[src/acp_pkg.sv]
//------------------------------------------------------------
//------------------------------------------------------------
package acp_pkg;

    // setup word layout
    typedef struct packed {
        logic [1:0] zero_hi;
        logic clock_divide;
        logic [1:0] zero_mid;
        logic [1:0] full_scale_range;
        logic word_width_20;
        logic speed_grade;
        logic [1:0] zero_lo;
        logic reserved;
        logic [2:0] zero_test;
        logic zero_input_test;
    } acp_setup_s;

    localparam int unsigned SETUP_BITS = 16;
    localparam logic [15:0] SETUP_RESET = 16'h0000;
    localparam logic [1:0] PRESCALE_LAST = 2'h3;

    // readback sequence figures
    localparam int unsigned LEAD_ZEROS_16 = 256;
    localparam int unsigned LEAD_ZEROS_20 = 320;
    localparam int unsigned REV_BITS = 4;
    localparam int unsigned CHECK_LEN_16 = 236;
    localparam int unsigned CHECK_LEN_20 = 300;
    localparam int unsigned CHECK_NZ_16 = 56;
    localparam int unsigned CHECK_NZ_20 = 72;
    localparam logic [71:0] CHECK_PAT_20 = 72'h30_f066_0124_80f6_9055;
    localparam logic [55:0] CHECK_PAT_16 = 56'h30_f066_0124_80f6;
    localparam int unsigned SEQ_REPEATS = 2;
    localparam int unsigned TOTAL_16 = 1024;
    localparam int unsigned TOTAL_20 = 1280;

    // host-side waits, ns, us and ms
    localparam int unsigned CLOCK_PERIOD_NS = 4;
    localparam int unsigned RESET_TO_SHIFT_US = 2;
    localparam int unsigned WRITE_TO_READ_US = 2;
    localparam int unsigned RESET_WIDTH_US = 1;
    localparam int unsigned POWER_UP_WAIT_MS = 250;

    // configuration port modes
    typedef enum logic [1:0] {
        ACP_IDLE = 2'b00,
        ACP_WRITE = 2'b01,
        ACP_READBACK = 2'b11,
        ACP_NORMAL = 2'b10
    } acp_mode_e;

endpackage : acp_pkg

[src/acp_config_port.sv]
`timescale 1ns/1ns
`default_nettype none
module acp_config_port #(
    parameter logic [3:0] REVISION = 4'h0 // arbitrary value
)
(
    input wire logic clock,
    input wire logic rst,
    input wire logic device_reset_n,
    input wire logic cfg_serial_in,
    input wire logic cfg_shift_clock,
    input wire logic data_shift_clock,
    input wire logic chain_in,
    input wire logic integrate_toggle,
    output logic serial_out,
    output logic internal_clock_en,
    output logic [1:0] full_scale_range,
    output logic word_width_20,
    output logic speed_grade,
    output logic current_inputs_disconnect,
    output logic normal_operation,
    output logic [15:0] acquisition_setup
);

    acp_pkg::acp_mode_e mode;
    acp_pkg::acp_mode_e next_mode;
    acp_pkg::acp_setup_s setup_view;
    logic [15:0] shift_word;
    logic [4:0] bit_count;
    logic cfg_clk_prev;
    logic data_shift_clock_prev;
    logic toggle_prev;
    logic chain_hold;
    logic [1:0] prescale;
    logic cfg_fall;
    logic data_shift_clock_rise;
    logic data_shift_clock_fall;
    logic toggle_edge;
    logic word_complete;
    logic seq_bit;
    logic seq_done;
    logic rb_restart;
    logic rb_advance;
    logic rb_leaving;
    logic next_serial_out;
    logic next_clock_en;

    //------------------------------------------------------------
    // pin edge decoding
    //------------------------------------------------------------
    assign cfg_fall = cfg_clk_prev && !cfg_shift_clock;
    assign data_shift_clock_rise = !data_shift_clock_prev && data_shift_clock;
    assign data_shift_clock_fall = data_shift_clock_prev && !data_shift_clock;
    assign toggle_edge = toggle_prev != integrate_toggle;
    assign word_complete = (mode == acp_pkg::ACP_WRITE) && cfg_fall
                         && (bit_count == 5'(acp_pkg::SETUP_BITS - 1));
    assign rb_restart = !device_reset_n || word_complete;
    assign setup_view = acquisition_setup;

    // mode sequencing
    always_comb
    begin
        next_mode = mode;
        unique case (mode)
            acp_pkg::ACP_IDLE: next_mode = mode;
            acp_pkg::ACP_WRITE:
                if (word_complete)
                    next_mode = acp_pkg::ACP_READBACK;
            acp_pkg::ACP_READBACK:
                if (toggle_edge)
                    next_mode = acp_pkg::ACP_NORMAL;
            acp_pkg::ACP_NORMAL: next_mode = mode;
        endcase
        if (!device_reset_n)
            next_mode = acp_pkg::ACP_WRITE;
    end

    //------------------------------------------------------------
    // edge history
    //------------------------------------------------------------
    always_ff @(posedge clock or posedge rst)
    begin
        if (rst)
        begin
            cfg_clk_prev <= 1'b0;
            data_shift_clock_prev <= 1'b0;
            toggle_prev <= 1'b0;
            mode <= acp_pkg::ACP_IDLE;
        end
        else
        begin
            cfg_clk_prev <= cfg_shift_clock;
            data_shift_clock_prev <= data_shift_clock;
            toggle_prev <= integrate_toggle;
            mode <= next_mode;
        end
    end

    // setup word shifting, msb first
    always_ff @(posedge clock or posedge rst)
    begin
        if (rst)
        begin
            shift_word <= acp_pkg::SETUP_RESET;
            bit_count <= 5'h00;
            acquisition_setup <= acp_pkg::SETUP_RESET;
        end
        else if (!device_reset_n)
        begin
            bit_count <= 5'h00;
            shift_word <= acp_pkg::SETUP_RESET;
        end
        else if (mode == acp_pkg::ACP_WRITE && cfg_fall)
        begin
            shift_word <= {shift_word[14:0], cfg_serial_in};
            bit_count <= bit_count + 5'h01;
            if (word_complete)
                acquisition_setup <= {shift_word[14:0], cfg_serial_in};
        end
    end

    //------------------------------------------------------------
    // readback generator
    //------------------------------------------------------------
    acp_readback_seq #(
        .REVISION(REVISION)
    ) u_seq (
        .clock(clock),
        .rst(rst),
        .restart(rb_restart),
        .advance(rb_advance),
        .word_width_20(setup_view.word_width_20),
        .setup_word(acquisition_setup),
        .seq_bit(seq_bit),
        .seq_done(seq_done)
    );

    //------------------------------------------------------------
    // serial output selection
    //------------------------------------------------------------
    // leaving readback clears the output in the same cycle that
    // normal_operation rises, so the pin is never busy in normal mode
    assign rb_advance = (mode == acp_pkg::ACP_READBACK) && data_shift_clock_rise;
    assign rb_leaving = (mode != acp_pkg::ACP_READBACK)
                      || (next_mode != acp_pkg::ACP_READBACK);
    assign next_serial_out = rb_leaving ? 1'b0
                           : (seq_done ? chain_hold : seq_bit);

    // chain capture on fall
    always_ff @(posedge clock or posedge rst)
    begin
        if (rst)
            chain_hold <= 1'b0;
        else if (data_shift_clock_fall)
            chain_hold <= chain_in;
    end

    // output register, moves on a rise or when leaving readback
    always_ff @(posedge clock or posedge rst)
    begin
        if (rst)
            serial_out <= 1'b0;
        else if (rb_leaving || data_shift_clock_rise)
            serial_out <= next_serial_out;
    end

    //------------------------------------------------------------
    // prescaler
    //------------------------------------------------------------
    // divide by four when bit 13 is set, else every cycle
    assign next_clock_en = !setup_view.clock_divide
                         || (prescale == acp_pkg::PRESCALE_LAST);

    // free-running phase counter and enable pulse
    always_ff @(posedge clock or posedge rst)
    begin
        if (rst)
        begin
            prescale <= 2'h0;
            internal_clock_en <= 1'b0;
        end
        else
        begin
            prescale <= prescale + 2'h1;
            internal_clock_en <= next_clock_en;
        end
    end

    //------------------------------------------------------------
    // decoded setup fields
    //------------------------------------------------------------
    // registered copies, one cycle behind the stored word; normal_operation is registered from next_mode
    always_ff @(posedge clock or posedge rst)
    begin
        if (rst)
        begin
            full_scale_range <= 2'h0;
            word_width_20 <= 1'b0;
            speed_grade <= 1'b0;
            current_inputs_disconnect <= 1'b0;
            normal_operation <= 1'b0;
        end
        else
        begin
            full_scale_range <= setup_view.full_scale_range;
            word_width_20 <= setup_view.word_width_20;
            speed_grade <= setup_view.speed_grade;
            current_inputs_disconnect <= setup_view.zero_input_test;
            normal_operation <= (next_mode == acp_pkg::ACP_NORMAL);
        end
    end

    //------------------------------------------------------------
    // elaboration checks
    //------------------------------------------------------------
    // one readback pass must be exactly half of the total count
    if (acp_pkg::LEAD_ZEROS_16 + acp_pkg::SETUP_BITS + acp_pkg::REV_BITS
        + acp_pkg::CHECK_LEN_16 != acp_pkg::TOTAL_16 / acp_pkg::SEQ_REPEATS)
    begin : g_len16_check
        $error("sixteen-bit readback figures do not add up");
    end
    if (acp_pkg::LEAD_ZEROS_20 + acp_pkg::SETUP_BITS + acp_pkg::REV_BITS
        + acp_pkg::CHECK_LEN_20 != acp_pkg::TOTAL_20 / acp_pkg::SEQ_REPEATS)
    begin : g_len20_check
        $error("twenty-bit readback figures do not add up");
    end
    // the non-zero tails must match the stored patterns
    if ($bits(acp_pkg::CHECK_PAT_16) != acp_pkg::CHECK_NZ_16
        || $bits(acp_pkg::CHECK_PAT_20) != acp_pkg::CHECK_NZ_20)
    begin : g_tail_check
        $error("check pattern widths do not match");
    end

endmodule : acp_config_port
`default_nettype wire

[src/acp_readback_seq.sv]
`timescale 1ns/1ns
`default_nettype none
module acp_readback_seq #(
    parameter logic [3:0] REVISION = 4'h0 // arbitrary value
)
(
    input wire logic clock,
    input wire logic rst,
    input wire logic restart,
    input wire logic advance,
    input wire logic word_width_20,
    input wire logic [15:0] setup_word,
    output logic seq_bit,
    output logic seq_done
);

    logic [10:0] position;
    logic [9:0] seq_pos;
    logic [10:0] total;

    //------------------------------------------------------------
    // bit selection
    //------------------------------------------------------------
    function automatic logic pick_bit(input logic [9:0] p, input logic fmt,
                                      input logic [15:0] word, input logic [3:0] rev);
        int lead;
        int clen;
        int nz;
        int q;
        lead = fmt ? acp_pkg::LEAD_ZEROS_20 : acp_pkg::LEAD_ZEROS_16;
        clen = fmt ? acp_pkg::CHECK_LEN_20 : acp_pkg::CHECK_LEN_16;
        nz = fmt ? acp_pkg::CHECK_NZ_20 : acp_pkg::CHECK_NZ_16;
        q = int'(p);
        if (q < lead)
            return 1'b0;
        q = q - lead;
        if (q < acp_pkg::SETUP_BITS)
            return word[acp_pkg::SETUP_BITS - 1 - q];
        q = q - acp_pkg::SETUP_BITS;
        if (q < acp_pkg::REV_BITS)
            return rev[acp_pkg::REV_BITS - 1 - q];
        q = q - acp_pkg::REV_BITS;
        if (q < clen - nz)
            return 1'b0;
        q = q - (clen - nz);
        if (fmt)
            return acp_pkg::CHECK_PAT_20[nz - 1 - q];
        return acp_pkg::CHECK_PAT_16[nz - 1 - q];
    endfunction : pick_bit

    // one sequence is half the total; the second pass repeats it
    assign total = word_width_20 ? 11'(acp_pkg::TOTAL_20) : 11'(acp_pkg::TOTAL_16);
    assign seq_pos = word_width_20 ? 10'(position % 11'd640) : 10'(position % 11'd512);
    assign seq_done = (position >= total);
    assign seq_bit = seq_done ? 1'b0
                   : pick_bit(seq_pos, word_width_20, setup_word, REVISION);

    //------------------------------------------------------------
    // bit counter
    //------------------------------------------------------------
    always_ff @(posedge clock or posedge rst)
    begin
        if (rst)
            position <= 11'h000;
        else if (restart)
            position <= 11'h000;
        else if (advance && !seq_done)
            position <= position + 11'h001;
    end

endmodule : acp_readback_seq
`default_nettype wire

[config.mk]
export PLATFORM = sky130hd
export DESIGN_NAME = acp_config_port
export DESIGN_NICKNAME = d
export VERILOG_FILES = /design/src/acp_pkg.sv /design/src/acp_config_port.sv /design/src/acp_readback_seq.sv
export SDC_FILE = /design/constraint.sdc
export NUM_CORES = 1
export LEC_CHECK = 0
export ABC_AREA = 1
export BUFFER_PORTS_ARGS = -buffer_cell sky130_fd_sc_hd__clkbuf_2
export CELL_PAD_IN_SITES_DETAIL_PLACEMENT = 1
export CELL_PAD_IN_SITES_GLOBAL_PLACEMENT = 2
export CORE_AREA = 5 5 108 110
export CTS_CLUSTER_SIZE = 16
export DETAILED_ROUTE_END_ITERATION = 10
export DIE_AREA = 0 0 113 115
export GPL_ROUTABILITY_DRIVEN = 0
export GPL_TIMING_DRIVEN = 0
export PLACE_DENSITY_LB_ADDON = 0.2
export SYNTH_ARGS = -nofsm -noshare
export SYNTH_HDL_FRONTEND = slang
export SYNTH_SLANG_ARGS = --single-unit
[constraint.sdc]
create_clock -name clock -period 7.4 [get_ports clock]
set_input_delay 1.11 -clock clock [delete_from_list [all_inputs] [get_ports clock]]
set_output_delay 1.11 -clock clock [all_outputs]
set_load 0.05 [all_outputs]
# --- Word level (Yosys, flattened, before mapping) ---
# Memory sizes are Yosys's and may differ from the RTL's.
# Index checks and enable logic that the tools add are counted.
totals:
  word_cells: 122
  ff_bits: 63
  mem_count: 2
  output_inout_bits: 24
  input_bits: 8
  romBits: 192
classes:
  add_sub_neg: 12
  n_div: 1
  n_eq_ne: 10
  magnitude_cmp: 9
  n_reduce_logical: 21
  mux: 50
memory_table:
  columns: ["name", "words", "width", "read_ports", "rd_ports_with_merged_regs", "wr", "line", "source"]
  rows:
  - ["(name not given)", 128, 1, 1, 0, 0, "acp_readback_seq.sv:47", "return acp_pkg::CHECK_PAT_20[nz - 1 - q];"]
  - ["(name not given)", 64, 1, 1, 0, 0, "acp_readback_seq.sv:48", "return acp_pkg::CHECK_PAT_16[nz - 1 - q];"]
ops:
  columns: ["operator", "n"]
  rows:
  - ["32-bit subtractor", 3]
  - ["32-bit by 3-bit less-than comparator with 1-bit output, second input constant", 2]
  - ["32-bit by 5-bit less-than comparator with 1-bit output, second input constant", 2]
  - ["1-bit 2-to-1 mux", 33]
  - ["11-bit by 32-bit less-than comparator with 1-bit output", 1]
  - ["32-bit less-than comparator", 1]
  - ["32-bit by 8-bit less-than comparator with 1-bit output, second input constant", 1]
  - ["32-bit by 9-bit less-than comparator with 1-bit output, second input constant", 1]
  - ["11-bit by 32-bit subtractor with 32-bit output", 1]
  - ["2-bit by 32-bit subtractor with 32-bit output, first input constant", 1]
  - ["32-bit by 2-bit subtractor with 32-bit output, second input constant", 1]
  - ["32-bit by 3-bit subtractor with 32-bit output, second input constant", 1]
  - ["32-bit by 5-bit subtractor with 32-bit output, second input constant", 1]
  - ["4-bit by 32-bit subtractor with 32-bit output, first input constant", 1]
  - ["15-bit 2-to-1 mux", 2]
  - ["11-bit 2-to-1 mux", 2]
  - ["9-bit 2-to-1 mux", 2]
  - ["7-bit 2-to-1 mux", 2]
  - ["11-bit by 1-bit adder with 11-bit output, second input constant", 1]
  - ["11-bit >= comparator", 1]
  - ["11-bit by 10-bit remainder unit with 11-bit output, second input constant", 1]
  - ["10-bit 2-to-1 mux", 1]
  - ["5-bit 2-to-1 mux", 2]
  - ["2-bit equality test, second input constant", 4]
  - ["other kinds (18)", 35]

# --- Logic depth before layout (Yosys ltp) ---
depth:
  depth_word: 22
  mapped_depth: 25
  ltp_nobuf: 25

# --- Modules after synthesis ---
# From an unflattened synthesis, not the netlist that was laid out.
hier_totals:
  cells_unflattened: 497
  area_unflattened_um2: 3981.3
by_module_without_submodules:
  columns: ["mod", "seq_area_each_um2", "n_inst", "area_each_um2", "cells_per_inst"]
  rows:
  - ["acp_config_port", 1301.2, 1, 2133.3, 214]
  - ["acp_readback_seq", 275.3, 1, 1848.0, 283]

# --- Worst setup path before layout ---
# OpenSTA, ideal clock, no wires.
synth_timing:
  kind: "flip-flop to flip-flop"
  start: "reg u_seq.position[2]"
  end: "reg serial_out"
  arrival_ns: 2.961
  setup_time_ns: 0.073
  stages_incl_launch_ff: 17
  required_time_ns: 7.327
  n_path_buf: 0
  synth_period_minus_slack_ns: 3.034
  slack_ns: 4.366
  cell_sequence: "dfrtp_1 -> inv_2 -> ha_1 -> xor2_1 -> inv_1 -> ha_1 -> xor2_1 -> fa_1 -> a211oi_1 -> o21ai_0 -> o211ai_1 -> nand2_1 -> a21oi_1 -> nand3_1 -> nand2_1 -> nand2_1 -> a21oi_2"
synth_between:
  elab_chain_len: 18
  elab_cells_between_ends: 45
  classes_between: "add/sub: 7; div: 1; order compare: 5; mux: 30; memory: 2"
synth_lines:
  columns: ["item", "line", "source"]
  rows:
  - ["start, declared", "acp_readback_seq.sv:17", "logic [10:0] position;"]
  - ["start signal, assigned", "acp_readback_seq.sv:68", "position <= position + 11'h001;"]
  - ["11-bit by 10-bit remainder unit with 11-bit output", "acp_readback_seq.sv:53", "assign seq_pos = word_width_20 ? 10'(position % 11'd640) : 10'(position % 11'd512);"]
  - ["10-bit 2-to-1 mux", "acp_readback_seq.sv:53", null]
  - ["11-bit by 32-bit subtractor with 32-bit output", "acp_readback_seq.sv:36", "q = q - lead;"]
  - ["32-bit by 5-bit subtractor with 32-bit output", "acp_readback_seq.sv:39", "q = q - acp_pkg::SETUP_BITS;"]
  - ["32-bit by 3-bit subtractor with 32-bit output", "acp_readback_seq.sv:42", "q = q - acp_pkg::REV_BITS;"]
  - ["32-bit subtractor", "acp_readback_seq.sv:45", "q = q - (clen - nz);"]
  - ["32-bit subtractor", "acp_readback_seq.sv:47, acp_readback_seq.sv:48", null]
  - ["memory 128 x 1 bit", null, null]
  - ["1-bit 2-to-1 mux (not written as such) (2 in a row)", "acp_readback_seq.sv:47", null]
  - ["1-bit 2-to-1 mux", "acp_readback_seq.sv:46", "if (fmt)"]
  - ["1-bit 2-to-1 mux", "acp_readback_seq.sv:48", null]
  - ["1-bit 2-to-1 mux", "acp_readback_seq.sv:45", null]
  - ["1-bit 2-to-1 mux", "acp_readback_seq.sv:42", null]
  - ["1-bit 2-to-1 mux", "acp_readback_seq.sv:39", null]
  - ["1-bit 2-to-1 mux", "acp_readback_seq.sv:36", null]
  - ["1-bit 2-to-1 mux (*)", "acp_config_port.sv:147", ": (seq_done ? chain_hold : seq_bit);"]
  - ["1-bit 2-to-1 mux (*)", "acp_config_port.sv:146", "assign next_serial_out = rb_leaving ? 1'b0"]
  - ["end signal, assigned", "acp_config_port.sv:164", "serial_out <= next_serial_out;"]
  - ["end, declared", "acp_config_port.sv:15", "output logic serial_out,"]
# Every way passes the cells marked *; elsewhere a longest branch is shown, timed or not. The select of a mux whose other input is x is not followed.
# A chain may end at the register's enable or synchronous reset.

# --- Worst setup path after layout ---
# Ends and elaborated chain as after synthesis.

==> results.txt <==
Warnings, synthesis = 0
Critical Path Start Type = register
1st-pass router iterations = 4
Hold Path Class = reg -> reg
Cells after Synth = 507
Max-slew headroom = 53.9%
H-tree depth = 3
First-pass GRT wire length = 18,200 um
Reg2Reg Launch Point = u_seq.position[2]
Dpl cells = 678
Clock Skew = 0.00698 ns
Worst-Margin Slew = 0.690 ns
Ys async rst share = 100%
DR WL/cell = 15.2 um
Clock insertion delay at the later pin of the skew report = 0.33 ns
Reg2reg path depth = 18
Worst-path fanout max = 10
Final Setup Violations = 0
Pwr dens = 158 nW/um^2
Worst IR drop on VDD = 142 uV
Filler instances = 1,352
Flop2flop setup slack = 3.86 ns
Fin nets = 584
Register area share after synthesis = 40.2%
Syn Std Cell Area = 3930 um^2
Final global-route overflow total = 0
Fin Setup TNS = 0 ns
Fin crit share = 47.9%
IO Port Bufs = 30
First DRT Iteration DRCs = 145
Clock Path Buffers = 2
Post-cts repair resize count = 0
RSZ-0062 raised after global routing = no
Die H = 115 um
Hold buffer count at CTS = 0
Post-Syn Nets = 542
Synth-to-Final Area Change = 14.5%
Postcts setup bufs = 0
Die Area = 13,000 um^2
Maximum number of pins on one net before global-route repair = 34
Number of max-cap violations = 0
Total I/O pin count = 32
Worst path arrival time = 3.81 ns
Final Critical Period = 3.54 ns
Post-DP HPWL = 8250 um
Initial antenna violation count = 0
Routed Antenna Nets = 0
Antenna diodes = 0
HP Start = acquisition_setup[10]
Post-Syn Area per Cell = 7.74 um^2
Drt drc = 0
Post-synthesis cell type count = 42
Leakage power = 2.12 nW
Worst setup EP type = register
R2r endpoint = serial_out
Top FF cell, synth = dfrtp_1
GR Util All Layers = 17.3%
Area of the multi-input gates = 2040 um^2
Worst Path Required = 7.66 ns
Hold Path End = full_scale_range[1]
Routed Wire Length = 10,500 um
Share of layout cells above drive strength 1 = 15.2%
CTS clk-pin slew, worst paths = 0.07 ns
CTS root buf = clkbuf_8
Worst Path Class, Setup = reg -> reg
Number of flops mapped to enable cells by yosys = 0
Chip width = 113 um
WHS Path Cells = 0
Initial Util = 37.0%
Final hold viol count = 0
Top achievable clock speed = 0.282 GHz
Row Count = 38
Outcome = completed
Count of pins over their slew limit = 0
Filler-free cell count of the finished design = 694
CTS buffer count = 9
Launch point of the worst path = u_seq.position[2]
Vias in the first global route = 3,749
Vias per cell = 5.07
Reg area = 1580 um^2
Core region area = 10,600 um^2
Num Clock Sinks = 63
CTS tree = done
Synth Register Bits = 63
Vias = 3,518
[logic make-up after synthesis]
kind of cell	count (synthesis)	share of synthesized area [%]
fa+ha+maj	27	8.80
simple gates	233	27.4
buf+inv	79	7.81
xor+xnor	8	1.79
flops	63	40.2
compound gates	97	14.0
[metrics by stage]
stage                     instance area [um^2]  total power [mW]  hold WS (ns)  worst slack [ns]  util [%]
after floorplan                           3930             0.369         0.401              4.37         -
after global placement                    4250             0.377         0.390              3.87      40.1
after detailed placement                  4270             0.379         0.393              3.82      40.3
after CTS                                 4490             0.721         0.409              3.81      42.4
after global routing                      4490             0.742         0.430              3.44      42.4
final                                     4490             0.708         0.406              3.86      42.4
[report_power, final]
part / switching, mW / total [mW] / leakage, nW / internal, mW
combinational: 0.0177 / 0.0230 / 1.20 / 0.00530
sequential: 0.00169 / 0.348 / 0.797 / 0.347
clock: 0.129 / 0.337 / 0.114 / 0.208
[worst max-delay path by stage]
| stage | to | slack (ns) | cells past startpoint |
|---|---|---|---|
| 3_3_place_gp | serial_out | 3.87 | 14 |
| 6_report | serial_out | 3.86 | 18 |
| 4_1_cts | serial_out | 3.81 | 17 |
| 2_1_floorplan | serial_out | 4.37 | 16 |
| 5_1_grt | serial_out | 3.44 | 17 |
| 3_5_place_dp | serial_out | 3.82 | 15 |
[cells in the mapped netlist, types with 2 or more instances]
| master | count | area, um^2 |
|---|---|---|
| o22ai_1 | 11 | 68.8 |
| inv_1 | 56 | 210 |
| nand2_4 | 4 | 45.0 |
| nand4_1 | 4 | 25.0 |
| inv_2 | 5 | 18.8 |
| clkinv_1 | 3 | 11.3 |
| nand2_1 | 118 | 443 |
| nor2_4 | 2 | 22.5 |
| o211ai_1 | 3 | 22.5 |
| or2_2 | 5 | 31.3 |
| dfrtp_1 | 63 | 1580 |
| nand3b_1 | 2 | 15.0 |
| ha_1 | 26 | 325 |
| nor3_1 | 10 | 50.1 |
| nor2_1 | 36 | 135 |
| clkbuf_1 | 9 | 33.8 |
| nand3_1 | 35 | 175 |
| buf_2 | 5 | 25.0 |
| nand2_2 | 7 | 43.8 |
| xnor2_1 | 5 | 43.8 |
| nand3_2 | 3 | 30.0 |
| a21oi_1 | 23 | 115 |
| a31oi_1 | 3 | 18.8 |
| o21ai_0 | 46 | 230 |
| a21oi_2 | 2 | 17.5 |
| nor3b_1 | 2 | 15.0 |
| xor2_1 | 3 | 26.3 |
| o21bai_1 | 2 | 15.0 |
[cell usage in the layout, fill, tap and decap left out, drive strengths merged]
master / count
a211oi: 1
a21o: 1
a21oi: 25
a221oi: 1
a22o: 1
a31oi: 3
and3: 1
buf: 7
bufinv: 2
clkbuf: 52
clkinv: 4
dfrtp: 63
fa: 1
ha: 26
inv: 61
nand2: 129
nand3: 39
nand3b: 2
nand4: 4
nor2: 39
nor3: 11
nor3b: 2
nor4: 1
o211ai: 4
o21ai: 46
o21bai: 2
o22ai: 11
o311ai: 1
o31ai: 1
or2: 5
xnor2: 5
xor2: 3
[critical path, cell delays in order (launching register included)]
cell and delay [ns]:
dfrtp_1 0.53, inv_2 0.14, ha_1 0.25, xor2_1 0.18
inv_1 0.09, ha_1 0.31, xor2_1 0.18, fa_1 0.43
xnor2_1 0.31, a21oi_1 0.06, o21ai_0 0.07, o21ai_0 0.10
o211ai_1 0.19, nand2_1 0.14, a21oi_1 0.14, nand3_1 0.11
nand2_1 0.07, nand2_1 0.06, a21oi_2 0.11
[routing by layer]
metal / vias up / wire [um] / global-route usage, %
li1: 1748 / - / -
met3: 10 / 189 / 2.26
met1: 1732 / 4820 / 21.5
met5: - / 0 / 0
met2: 28 / 5330 / 31.0
met4: 0 / 173 / 5.77
[flip-flops by register name, summed over array words and instances (netlist names), 2 cells and up]
register	count
acquisition_setup	16
bit_count	5
full_scale_range	2
mode	2
prescale	2
shift_word	15
u_seq.position	11
[area by class of cell]
| class | count | share of cell area (%) |
|---|---|---|
| multi-input cells | 365 | 45.4 |
| flip-flops and latches | 63 | 35.1 |
| inverters | 64 | 5.35 |
| well taps | 140 | 3.90 |
| repair buffers | 31 | 3.79 |
| clock buffers | 13 | 3.54 |
| plain buffers | 15 | 1.48 |
| clock inverters | 3 | 1.45 |
Note: power is estimated with default switching activity, not from simulation.
